==> src/shared/ssa_pkg.sv <==
package ssa_pkg;

    localparam int          DATA_W      = 8;
    localparam int          REG_ADDR_W  = 3;
    localparam int          TXBUF_DEPTH = 2;
    localparam logic [3:0]  BYTE_BITS   = 4'h8;
    localparam logic [6:0]  GC_ADDR     = 7'h00;

    // register offsets
    localparam logic [2:0]  OFS_CTRL    = 3'h0;   // smb_control_reg
    localparam logic [2:0]  OFS_DATA    = 3'h1;   // smb_data_reg
    localparam logic [2:0]  OFS_ADDR    = 3'h2;   // slave_addr_reg
    localparam logic [2:0]  OFS_MASK    = 3'h3;   // slave_mask_reg
    localparam logic [2:0]  OFS_CFG     = 3'h4;   // slave config and buffer status

    // smb_control_reg fields
    localparam int          CTRL_SI     = 0;
    localparam int          CTRL_ACK    = 1;
    localparam int          CTRL_ERR    = 2;
    localparam int          CTRL_ACK_REQUEST_FLAG  = 3;
    localparam int          CTRL_STOP   = 4;
    localparam int          CTRL_START  = 5;
    localparam int          CTRL_TXDIR  = 6;
    localparam int          CTRL_MASTER = 7;

    // address, mask and config fields
    localparam int          ADDR_GC     = 0;
    localparam int          MASK_HWACK  = 0;
    localparam int          CFG_INH     = 0;
    localparam int          CFG_TXRDY   = 1;
    localparam int          CFG_TXVLD   = 2;

    // reset values
    localparam logic [7:0]  ADDR_RST    = 8'h00;
    localparam logic [7:0]  MASK_RST    = 8'hfe;
    localparam logic [7:0]  CFG_RST     = 8'h00;

    typedef enum logic [3:0] {
        SSA_IDLE,
        SSA_IGNORE,
        SSA_ADDR,
        SSA_ACK,
        SSA_RX_BIT,
        SSA_TX_LOAD,
        SSA_TX_BIT,
        SSA_TX_ACK,
        SSA_WAIT_STOP
    } ssa_state_t;

endpackage

==> src/shared/ssa_buf_if.sv <==
`timescale 1ns/10ps
interface ssa_buf_if #(parameter int W = 8) ();
    logic           in_valid;
    logic           in_ready;
    logic [W-1:0]   in_data;
    logic           out_valid;
    logic           out_ready;
    logic [W-1:0]   out_data;
    logic           flush;

    modport ctrl (
        output in_valid, in_data, out_ready, flush,
        input  in_ready, out_valid, out_data
    );
    modport store (
        input  in_valid, in_data, out_ready, flush,
        output in_ready, out_valid, out_data
    );
endinterface

==> src/ssa_buf.sv <==
`timescale 1ns/10ps
module ssa_buf #(
    parameter int WIDTH = 8,
    parameter int DEPTH = 2
) (
    input  wire logic   CLK,    // system clock
    input  wire logic   RST_B,  // synchronous reset, active low
    ssa_buf_if.store    bus     // fill and drain sides
);
    localparam int PW = (DEPTH > 1) ? $clog2(DEPTH) : 1;
    localparam int CW = $clog2(DEPTH + 1);

    typedef struct packed {
        logic [DEPTH-1:0][WIDTH-1:0] mem;
        logic [PW-1:0]               wp;
        logic [PW-1:0]               rp;
        logic [CW-1:0]               cnt;
    } ssa_buf_st_t;

    ssa_buf_st_t r;
    ssa_buf_st_t n;
    logic        push;
    logic        pop;

    function automatic logic [PW-1:0] ptr_inc(input logic [PW-1:0] p);
        ptr_inc = (p == PW'(DEPTH - 1)) ? '0 : p + PW'(1);
    endfunction

    assign bus.in_ready  = (r.cnt != CW'(DEPTH));
    assign bus.out_valid = (r.cnt != '0);
    assign bus.out_data  = r.mem[r.rp];
    assign push          = bus.in_valid && bus.in_ready;
    assign pop           = bus.out_valid && bus.out_ready;

    always_comb
    begin
        n = r;
        if (bus.flush)
        begin
            n.wp  = '0;
            n.rp  = '0;
            n.cnt = '0;
        end
        else
        begin
            if (push)
            begin
                n.mem[r.wp] = bus.in_data;
                n.wp        = ptr_inc(r.wp);
            end
            if (pop)
            begin
                n.rp = ptr_inc(r.rp);
            end
            if (push && !pop)
            begin
                n.cnt = r.cnt + CW'(1);
            end
            else if (pop && !push)
            begin
                n.cnt = r.cnt - CW'(1);
            end
        end
    end

    always_ff @(posedge CLK)
    begin
        if (!RST_B)
        begin
            r <= '0;
        end
        else
        begin
            r <= n;
        end
    end
endmodule

==> src/ssa_top.sv <==
`timescale 1ns/10ps
module ssa_top #(
    parameter int BUF_DEPTH = ssa_pkg::TXBUF_DEPTH
) (
    input  wire logic                          CLK,     // system clock, 40 MHz
    input  wire logic                          RST_B,   // synchronous reset, active low
    input  wire logic [ssa_pkg::REG_ADDR_W-1:0] ADDR,   // register offset
    input  wire logic [ssa_pkg::DATA_W-1:0]    WDATA,   // register write data
    input  wire logic                          WR,      // write strobe
    input  wire logic                          RD,      // read strobe
    output logic      [ssa_pkg::DATA_W-1:0]    RDATA,   // read data, cycle after RD
    input  wire logic                          SCL_I,   // serial clock line level
    output logic                               SCL_O,   // serial clock drive value
    output logic                               SCL_OE,  // serial clock pulled low
    input  wire logic                          SDA_I,   // serial data line level
    output logic                               SDA_O,   // serial data drive value
    output logic                               SDA_OE,  // serial data pulled low
    output logic                               TX_READY // transmit buffer has room
);
    import ssa_pkg::*;

    typedef struct packed {
        ssa_state_t  state;
        logic [7:0]  shreg;
        logic [3:0]  cnt;
        logic        addr_phase;
        logic        rw;
        logic        acked;
        logic        scl_s1;
        logic        scl_s2;
        logic        scl_d;
        logic        sda_s1;
        logic        sda_s2;
        logic        sda_d;
        logic        scl_oe;
        logic        sda_oe;
        logic        scl_o;
        logic        sda_o;
        logic        si;
        logic        ack_req;
        logic        ack;
        logic        start_f;
        logic        stop_f;
        logic        tx_dir;
        logic        err;
        logic        nack_seen;
        logic [6:0]  own;
        logic        gc_en;
        logic [6:0]  mask;
        logic        hw_ack;
        logic        inhibit;
        logic [7:0]  rx_data;
        logic [7:0]  rdata;
        logic        tx_ready;
    } ssa_top_st_t;

    ssa_top_st_t r;
    ssa_top_st_t n;

    logic        scl_rise;
    logic        scl_fall;
    logic        start_det;
    logic        stop_det;
    logic        si_clr;
    logic        push;
    logic        pop;
    logic        flush;
    logic        addressed;
    logic        byte_done;

    ssa_buf_if #(.W(DATA_W)) bif ();

    ssa_buf #(
        .WIDTH (DATA_W),
        .DEPTH (BUF_DEPTH)
    ) u_buf (
        .CLK   (CLK),
        .RST_B (RST_B),
        .bus   (bif)
    );

    assign bif.in_valid  = push;
    assign bif.in_data   = WDATA;
    assign bif.out_ready = pop;
    assign bif.flush     = flush;

    // only second and delayed stages are looked at, never the first stage
    assign scl_rise  = r.scl_s2 && !r.scl_d;
    assign scl_fall  = !r.scl_s2 && r.scl_d;
    assign start_det = r.scl_s2 && r.scl_d && r.sda_d && !r.sda_s2;
    assign stop_det  = r.scl_s2 && r.scl_d && !r.sda_d && r.sda_s2;
    assign byte_done = scl_fall && (r.cnt == BYTE_BITS);

    assign addressed = (r.state == SSA_ACK && r.acked) || (r.state == SSA_TX_LOAD)
                    || (r.state == SSA_TX_BIT) || (r.state == SSA_TX_ACK)
                    || (r.state == SSA_RX_BIT) || (r.state == SSA_WAIT_STOP);

    function automatic logic addr_hit(input logic [6:0] rx,
                                      input logic [6:0] own,
                                      input logic [6:0] mask,
                                      input logic       gc);
        addr_hit = (((rx ^ own) & mask) == 7'h00)
                || (gc && (rx == GC_ADDR));
    endfunction

    always_comb
    begin
        n        = r;
        push     = 1'b0;
        pop      = 1'b0;
        flush    = 1'b0;
        si_clr   = 1'b0;
        n.scl_s1 = SCL_I;
        n.scl_s2 = r.scl_s1;
        n.scl_d  = r.scl_s2;
        n.sda_s1 = SDA_I;
        n.sda_s2 = r.sda_s1;
        n.sda_d  = r.sda_s2;
        n.scl_o  = 1'b0;
        n.sda_o  = 1'b0;
        n.rdata  = 8'h00;
        n.tx_ready = bif.in_ready;

        if (WR)
        begin
            case (ADDR)
                OFS_CTRL:
                begin
                    si_clr = !WDATA[CTRL_SI];
                    n.ack  = WDATA[CTRL_ACK];
                    if (!WDATA[CTRL_ERR])
                    begin
                        n.err = 1'b0;
                    end
                end
                OFS_DATA:
                begin
                    // loading after a NACK, before the flag is serviced, is a fault
                    if (r.nack_seen && r.si)
                    begin
                        n.err = 1'b1;
                    end
                    else
                    begin
                        push = 1'b1;
                    end
                end
                OFS_ADDR:
                begin
                    n.own   = WDATA[7:1];
                    n.gc_en = WDATA[ADDR_GC];
                end
                OFS_MASK:
                begin
                    n.mask   = WDATA[7:1];
                    n.hw_ack = WDATA[MASK_HWACK];
                end
                OFS_CFG:
                begin
                    n.inhibit = WDATA[CFG_INH];
                end
                default:
                begin
                end
            endcase
        end

        if (si_clr)
        begin
            n.si      = 1'b0;
            n.start_f = 1'b0;
            n.stop_f  = 1'b0;
            if (r.ack_req)
            begin
                // firmware answers the pending byte with the ack it writes now
                n.ack_req = 1'b0;
                n.acked   = WDATA[CTRL_ACK];
            end
        end

        if (RD)
        begin
            case (ADDR)
                OFS_CTRL: n.rdata = {1'b0, r.tx_dir, r.start_f, r.stop_f,
                                     r.ack_req, r.err, r.ack, r.si};
                OFS_DATA: n.rdata = r.rx_data;
                OFS_ADDR: n.rdata = {r.own, r.gc_en};
                OFS_MASK: n.rdata = {r.mask, r.hw_ack};
                OFS_CFG:  n.rdata = {5'h00, bif.out_valid, bif.in_ready, r.inhibit};
                default:  n.rdata = 8'h00;
            endcase
        end

        unique case (r.state)
            SSA_IDLE, SSA_IGNORE, SSA_WAIT_STOP:
            begin
            end
            SSA_ADDR, SSA_RX_BIT:
            begin
                if (scl_rise)
                begin
                    n.shreg = {r.shreg[6:0], r.sda_s2};
                    n.cnt   = r.cnt + 4'h1;
                end
                else if (byte_done)
                begin
                    n.cnt        = 4'h0;
                    n.addr_phase = (r.state == SSA_ADDR);
                    if (r.state == SSA_ADDR)
                    begin
                        n.rw = r.shreg[0];
                    end
                    else
                    begin
                        n.rx_data = r.shreg;
                    end
                    if ((r.state == SSA_ADDR) && (r.inhibit
                        || (r.hw_ack && !addr_hit(r.shreg[7:1], r.own,
                                                  r.mask, r.gc_en))))
                    begin
                        // unmatched address or inhibit set: no ACK and silence until START
                        n.state = SSA_IGNORE;
                    end
                    else if (r.hw_ack)
                    begin
                        n.state  = SSA_ACK;
                        n.acked  = 1'b1;
                        n.sda_oe = 1'b1;
                    end
                    else
                    begin
                        n.state   = SSA_ACK;
                        n.acked   = 1'b0;
                        n.si      = 1'b1;
                        n.ack_req = 1'b1;
                    end
                end
            end
            SSA_ACK:
            begin
                n.sda_oe = n.acked && !n.ack_req;
                if (scl_fall)
                begin
                    n.sda_oe = 1'b0;
                    if (!r.acked)
                    begin
                        n.state = SSA_IGNORE;
                    end
                    else
                    begin
                        if (r.hw_ack)
                        begin
                            n.si = 1'b1;
                        end
                        if (r.addr_phase && r.rw)
                        begin
                            n.state  = SSA_TX_LOAD;
                            n.tx_dir = 1'b1;
                        end
                        else
                        begin
                            n.state = SSA_RX_BIT;
                        end
                    end
                end
            end
            SSA_TX_LOAD:
            begin
                // clock stays stretched until firmware has cleared SI and left a byte in the buffer
                if (!r.si && bif.out_valid)
                begin
                    pop      = 1'b1;
                    n.shreg  = bif.out_data;
                    n.sda_oe = !bif.out_data[7];
                    n.cnt    = 4'h0;
                    n.state  = SSA_TX_BIT;
                end
            end
            SSA_TX_BIT:
            begin
                if (scl_fall)
                begin
                    if (r.cnt == BYTE_BITS - 4'h1)
                    begin
                        n.sda_oe = 1'b0;
                        n.state  = SSA_TX_ACK;
                    end
                    else
                    begin
                        n.shreg  = {r.shreg[6:0], 1'b0};
                        n.sda_oe = !r.shreg[6];
                        n.cnt    = r.cnt + 4'h1;
                    end
                end
            end
            SSA_TX_ACK:
            begin
                if (scl_rise)
                begin
                    n.ack = !r.sda_s2;
                end
                if (scl_fall)
                begin
                    n.si = 1'b1;
                    if (r.ack)
                    begin
                        n.state = SSA_TX_LOAD;
                    end
                    else
                    begin
                        n.nack_seen = 1'b1;
                        n.state     = SSA_WAIT_STOP;
                    end
                end
            end
        endcase

        if (start_det)
        begin
            n.state     = SSA_ADDR;
            n.cnt       = 4'h0;
            n.sda_oe    = 1'b0;
            n.start_f   = 1'b1;
            n.tx_dir    = 1'b0;
            n.nack_seen = 1'b0;
            n.ack_req   = 1'b0;
        end
        else if (stop_det)
        begin
            if (addressed)
            begin
                n.stop_f = 1'b1;
                n.si     = 1'b1;
            end
            // stale bytes must not leak into the next read
            flush       = 1'b1;
            n.state     = SSA_IDLE;
            n.sda_oe    = 1'b0;
            n.tx_dir    = 1'b0;
            n.nack_seen = 1'b0;
            n.ack_req   = 1'b0;
        end

        // extra cycle of hold after a load or a firmware ack decision gives the data bit
        // setup before release, so sda never moves while scl is high
        n.scl_oe = (n.si && (n.state != SSA_IDLE))
                || (n.state == SSA_TX_LOAD) || (r.state == SSA_TX_LOAD)
                || ((r.state == SSA_ACK) && r.ack_req);
    end

    always_ff @(posedge CLK)
    begin
        if (!RST_B)
        begin
            r         <= '0;
            r.state   <= SSA_IDLE;
            r.scl_s1  <= 1'b1;
            r.scl_s2  <= 1'b1;
            r.scl_d   <= 1'b1;
            r.sda_s1  <= 1'b1;
            r.sda_s2  <= 1'b1;
            r.sda_d   <= 1'b1;
            r.own     <= ADDR_RST[7:1];
            r.gc_en   <= ADDR_RST[ADDR_GC];
            r.mask    <= MASK_RST[7:1];
            r.hw_ack  <= MASK_RST[MASK_HWACK];
            r.inhibit <= CFG_RST[CFG_INH];
        end
        else
        begin
            r <= n;
        end
    end

    assign RDATA    = r.rdata;
    assign SCL_O    = r.scl_o;
    assign SCL_OE   = r.scl_oe;
    assign SDA_O    = r.sda_o;
    assign SDA_OE   = r.sda_oe;
    assign TX_READY = r.tx_ready;
endmodule
==> config.mk <==
export PLATFORM = sky130hd
export DESIGN_NAME = ssa_top
export DESIGN_NICKNAME = d
export VERILOG_FILES = /design/src/shared/ssa_pkg.sv /design/src/shared/ssa_buf_if.sv /design/src/ssa_buf.sv /design/src/ssa_top.sv
export SDC_FILE = /design/constraint.sdc
export NUM_CORES = 1
export LEC_CHECK = 0
export CAP_MARGIN = 30
export CORE_MARGIN = 4
export CORE_UTILIZATION = 45
export CTS_CLUSTER_DIAMETER = 30
export DETAILED_ROUTE_END_ITERATION = 8
export DONT_BUFFER_PORTS = 1
export SKIP_CTS_REPAIR_TIMING = 1
export SLEW_MARGIN = 20
export SYNTH_ARGS = -nofsm -noshare
export SYNTH_HDL_FRONTEND = slang
export SYNTH_SLANG_ARGS = --single-unit
==> constraint.sdc <==
create_clock -name CLK -period 2.5 [get_ports CLK]
set_input_delay 0.25 -clock CLK [delete_from_list [all_inputs] [get_ports CLK]]
set_output_delay 0.25 -clock CLK [all_outputs]
set_load 0.01 [all_outputs]
==> metrics.csv, run 1 <==
metric,value,unit
syn_area_per_cell,8.67,um^2
Setup TNS,0,ps
Congestion Overflow GR,0,
clk sinks,89,
Hold/Removal Path Class,input port to register,
Worst-Skew Late Latency,370,ps
Die ar.,11700,um^2
core area,9770,um^2
number of enable flip-flop cells after synthesis,0,
DPL Wire Length,8000,um
Slew Limit Fails,0,
Critical Path RT,2790,ps
GPL Wtd Cong,0.883,
"wirelength, routed",11300,um
CTS tree,yes,
drt wl/cell,17.4,um
share of post-route cells with drive strength above 1,9.27,%
PnR worst setup slack,255,ps
most common library cell in the layout ignoring fill and taps,dfxtp_1,
actual slew at the worst max-slew pin,702,ps
FMAX,445,MHz
DRC errors left,0,
max cap viols,0,
crit path DAT,2540,ps
unrepaired setup endpoints after global routing,false,
synthesized flop and latch total,89,
Final nets,533,
Critical Path Start Type,register,
fin crit share,89.8,%
Crit Path Class,register to register,
final hold viol count,0,
leakage power total,0.00181,uW
Inserted Diodes,0,
top post-synthesis cells by area,"dfxtp_1 (40%), mux2i_1 (9.6%), nand2_1 (6.3%)",
Power Density,559,nW/um^2
Design Power,2690,uW
starting DRC count in detailed routing,288,
Netlist cell types,75,
CP Max Fanout,17,
status,"complete, no violations",
via count,3635,
most frequent cells in the layout,"dfxtp_1 (89), nand2_1 (75), mux2i_1 (43)",
Synth Warn #,0,
crit path time final,2250,ps
"Primary FF master, synth",dfxtp_1,
initial core utilization,46.1,%
pre-CTS WS,345,ps
clock-pin slew of the registers on the worst-case setup and hold paths,80,ps
Finish-stage setup viols,0,
total track usage,20.1,%
R2R setup slack,250,ps
Post-synth ARST share,0,%
Worst Clk Skew,13.6,ps
Die X,108,um
Die H,108,um
mapped cell area,4500,um^2
initial antenna violation count,0,
Synth area leader,dfxtp_1,
Final ANT Viol Nets,0,
IO Pins,30,
Bufs on Longest Clock Path,2,
largest net degree at the start of global routing,71,
port bufs,0,
clk root buf,clkbuf_8,
vias per cell,5.58,
Core Rows,36,
crit end category,register,
"Seq/Total Area, Yosys",39.6,%
first-pass GRT wire length,18300,um
top cell type's share of synthesized area,39.6,%
maximum vdd drop,0.256,mV
area delta synth->final,6.84,%
H-tree depth,3,
Syn Inst Count,519,
first-pass detailed-route iteration total,5,
CTS buffer count,9,
max_slew headroom,53.0,%
vias in the first global route,3477,
==> cells in the mapped netlist (all sizes together), types with 2 or more instances <==
library cell,n
dfxtp,89
nand2,76
mux2i,43
nor2,37
o21ai,29
nor2b,28
nand2b,21
buf,19
nand3,17
a21boi,16
clkbuf,16
a21oi,12
xor2,10
nor3,9
inv,8
o211a,7
a31oi,6
and2,6
a22oi,5
o22a,5
nor4,4
o22ai,4
or3,4
ha,3
nand3b,3
nand4b,3
a211oi,2
a32oi,2
and2b,2
and4bb,2
nand4,2
o21bai,2
or2,2
xnor2,2
==> power by group <==
group / switching (uW) / internal (uW) / total [uW]
Combinational: 95.2 / 89.6 / 185
Clock: 529 / 491 / 1020
Sequential: 36.7 / 1450 / 1480
==> kinds of logic after synthesis <==
group | Yosys count | synth area share (%)
compound gates | 103 | 15.8
xor+xnor | 12 | 2.33
fa+ha+maj | 3 | 0.834
buf+inv | 43 | 5.22
flops | 89 | 39.6
mux | 45 | 10.3
other cells | 1 | 0.0833
simple gates | 223 | 25.8
==> final timing paths <==
check        startpoint  endpoint  cells after the start
min               RST_B     n[49]                      1
max reg2reg       r[69]     r[56]                      6
max               r[69]     r[56]                      6
min reg2reg       n[50]     n[49]                      1
==> area by class of cell <==
| class | instances | area (um^2) |
|---|---|---|
| multi-input cells | 388 | 2490 |
| fillers | 961 | 4960 |
| flip-flops and latches | 89 | 1780 |
| repair buffers | 17 | 140 |
| clock inverters | 6 | 65.1 |
| inverters | 8 | 30.0 |
| well taps | 133 | 166 |
| clock buffers | 10 | 138 |
==> worst max-delay path, cell delays in order, from the launching register on <==
cell and delay (ps):
dfxtp_1 690, nand2b_1 280, nor4_1 330, or3_1 160, o21ai_1 170, or3b_1 400
a21oi_1 140
==> state kept, by name, indices dropped and copies added (netlist names) <==
| signal | count |
|---|---|
| SCL_OE | 1 |
| r | 54 |
| TX_READY | 1 |
| n | 4 |
| SDA_OE | 1 |
| u_buf.r | 20 |
| RDATA | 8 |
==> metal layers <==
metal	global-route usage [%]	routed length, um	up-vias
met4	9.29	313	0
met5	0	0	-
met2	29.5	4960	104
met3	3.28	613	20
li1	-	-	1797
met1	28.7	5450	1714
==> stage by stage <==
| step | instances | hold WS [ps] | util [%] | instance area, um^2 |
|---|---|---|---|---|
| 3_3_place_gp | 630 | 331 | 46.6 | 4560 |
| 2_1_floorplan | 520 | 329 | - | 4510 |
| 3_5_place_dp | 630 | 333 | 46.6 | 4560 |
| 5_1_grt | 651 | 0.910 | 49.2 | 4810 |
| 6_report | 651 | 6.83 | 49.2 | 4810 |
| 4_1_cts | 646 | -65.8 | 48.7 | 4760 |
Power figures use the tool's default switching activity.
==> run 2: changes to the inputs <==
--- a/config.mk
+++ b/config.mk
@@ -6,11 +6,14 @@
 export NUM_CORES = 1
 export LEC_CHECK = 0
 export CAP_MARGIN = 30
+export CELL_PAD_IN_SITES_DETAIL_PLACEMENT = 1
+export CELL_PAD_IN_SITES_GLOBAL_PLACEMENT = 2
 export CORE_MARGIN = 4
-export CORE_UTILIZATION = 45
+export CORE_UTILIZATION = 39
 export CTS_CLUSTER_DIAMETER = 30
 export DETAILED_ROUTE_END_ITERATION = 8
 export DONT_BUFFER_PORTS = 1
+export PLACE_DENSITY_LB_ADDON = 0.1
 export SKIP_CTS_REPAIR_TIMING = 1
 export SLEW_MARGIN = 20
 export SYNTH_ARGS = -nofsm -noshare
==> metrics.csv, run 2 (synthesized netlist as in run 1, its figures left out) <==
metric,value,unit
status,"complete, no violations",
initial core utilization,40.6,%
crit path DAT,2550,ps
Final Instance Area,4880,um^2
Power Density,601,nW/um^2
Design Power,2930,uW
max cap viols,0,
fin crit share,92.5,%
total track usage,20.0,%
starting DRC count in detailed routing,159,
Final nets,532,
leakage power total,0.00184,uW
first-pass GRT wire length,20500,um
vias per cell,5.61,
clk root buf,clkbuf_16,
hold endpoint,n[47],
H-tree depth,3,
maximum vdd drop,0.508,mV
R2R setup slack,190,ps
unrepaired setup endpoints after global routing,false,
share of post-route cells with drive strength above 1,9.09,%
final hold viol count,0,
crit path time final,2310,ps
Slew Limit Fails,0,
port bufs,0,
post-placement cell area,4570,um^2
hold path start,SDA_I,
Post-Layout Cell Count,657,
vias in the first global route,3688,
DRC errors left,0,
first-pass detailed-route iteration total,6,
largest net degree at the start of global routing,71,
drt wl/cell,19.5,um
hold slack,7.65,ps
max FFs per register,54,
Worst Clk Skew,9.28,ps
worst hold path depth,1,
via count,3683,
Hold/Removal Path Class,input port to register,
clk sinks,89,
Core Rows,38,
Congestion Overflow GR,0,
Die ar.,13300,um^2
reg2reg end,r[63],
clock-pin slew of the registers on the worst-case setup and hold paths,70,ps
Reg with most FFs,r,
initial antenna violation count,0,
Setup TNS,0,ps
core area,11100,um^2
IO Pins,30,
Worst R2R Start,r[69],
area delta synth->final,8.37,%
Inst Count DP,638,
crit end category,register,
"wirelength, routed",12800,um
Critical Path Start Type,register,
max_slew headroom,51.0,%
CTS tree,yes,
Critical Path RT,2740,ps
CTS buffer count,9,
Die H,115,um
Inserted Diodes,0,
Final ANT Viol Nets,0,
GPL Wtd Cong,0.863,
CP Max Fanout,17,
DPL Wire Length,9430,um
Worst Reg-to-Reg Cells,5,
Die X,115,um
most common library cell in the layout ignoring fill and taps,dfxtp_1,
FMAX,433,MHz
actual slew at the worst max-slew pin,733,ps
Finish-stage setup viols,0,
most frequent cells in the layout,"dfxtp_1 (89), nand2_1 (75), mux2i_1 (43)",
Crit Path Class,register to register,
Bufs on Longest Clock Path,2,
Worst Setup SP,r[69],
Worst-Skew Late Latency,350,ps
-- run 2: how the worst max path moves through the flow --
| stage | endpoint | slack (ps) | cells past startpoint |
|---|---|---|---|
| after floorplan | SCL_OE | 550 | 8 |
| after CTS | r[63] | 240 | 5 |
| after global placement | SDA_OE | 300 | 6 |
| final | r[63] | 190 | 5 |
| after global routing | r[59] | 6 | 6 |
| after detailed placement | r[59] | 230 | 6 |
-- run 2: critical path, stage by stage (launching register included) --
cell and delay, ps:
dfxtp_1 750, nand2b_1 310, nor4_1 290, or3_1 150, nand2_1 330, o211a_1 350
-- run 2: power by group --
| group | total [uW] | switching, uW | internal (uW) |
|---|---|---|---|
| Clock | 1260 | 563 | 701 |
| Sequential | 1480 | 36.5 | 1450 |
| Combinational | 184 | 96.1 | 87.8 |
| Total | 2930 | 696 | 2240 |
-- run 2: through the flow --
step / utilization, % / worst slack, ps
2_1_floorplan: - / 548
3_3_place_gp: 41.3 / 300
3_5_place_dp: 41.3 / 233
4_1_cts: 43.8 / 236
5_1_grt: 44.0 / 5.55
6_report: 44.0 / 188
-- run 2: layout make-up --
type / count / area [um^2]
well taps: 140 / 175
clock buffers: 12 / 246
fillers: 1316 / 6200
repair buffers: 16 / 128
inverters: 8 / 30.0
clock inverters: 4 / 28.8
multi-input cells: 388 / 2490
flip-flops and latches: 89 / 1780
-- run 2: layer usage --
layer / GRT usage [%] / vias to the layer above / routed length [um]
li1: - / 1795 / -
met1: 28.9 / 1806 / 6470
met2: 30.8 / 69 / 5630
met3: 4.65 / 13 / 571
met4: 3.99 / 0 / 161
met5: 0 / - / 0
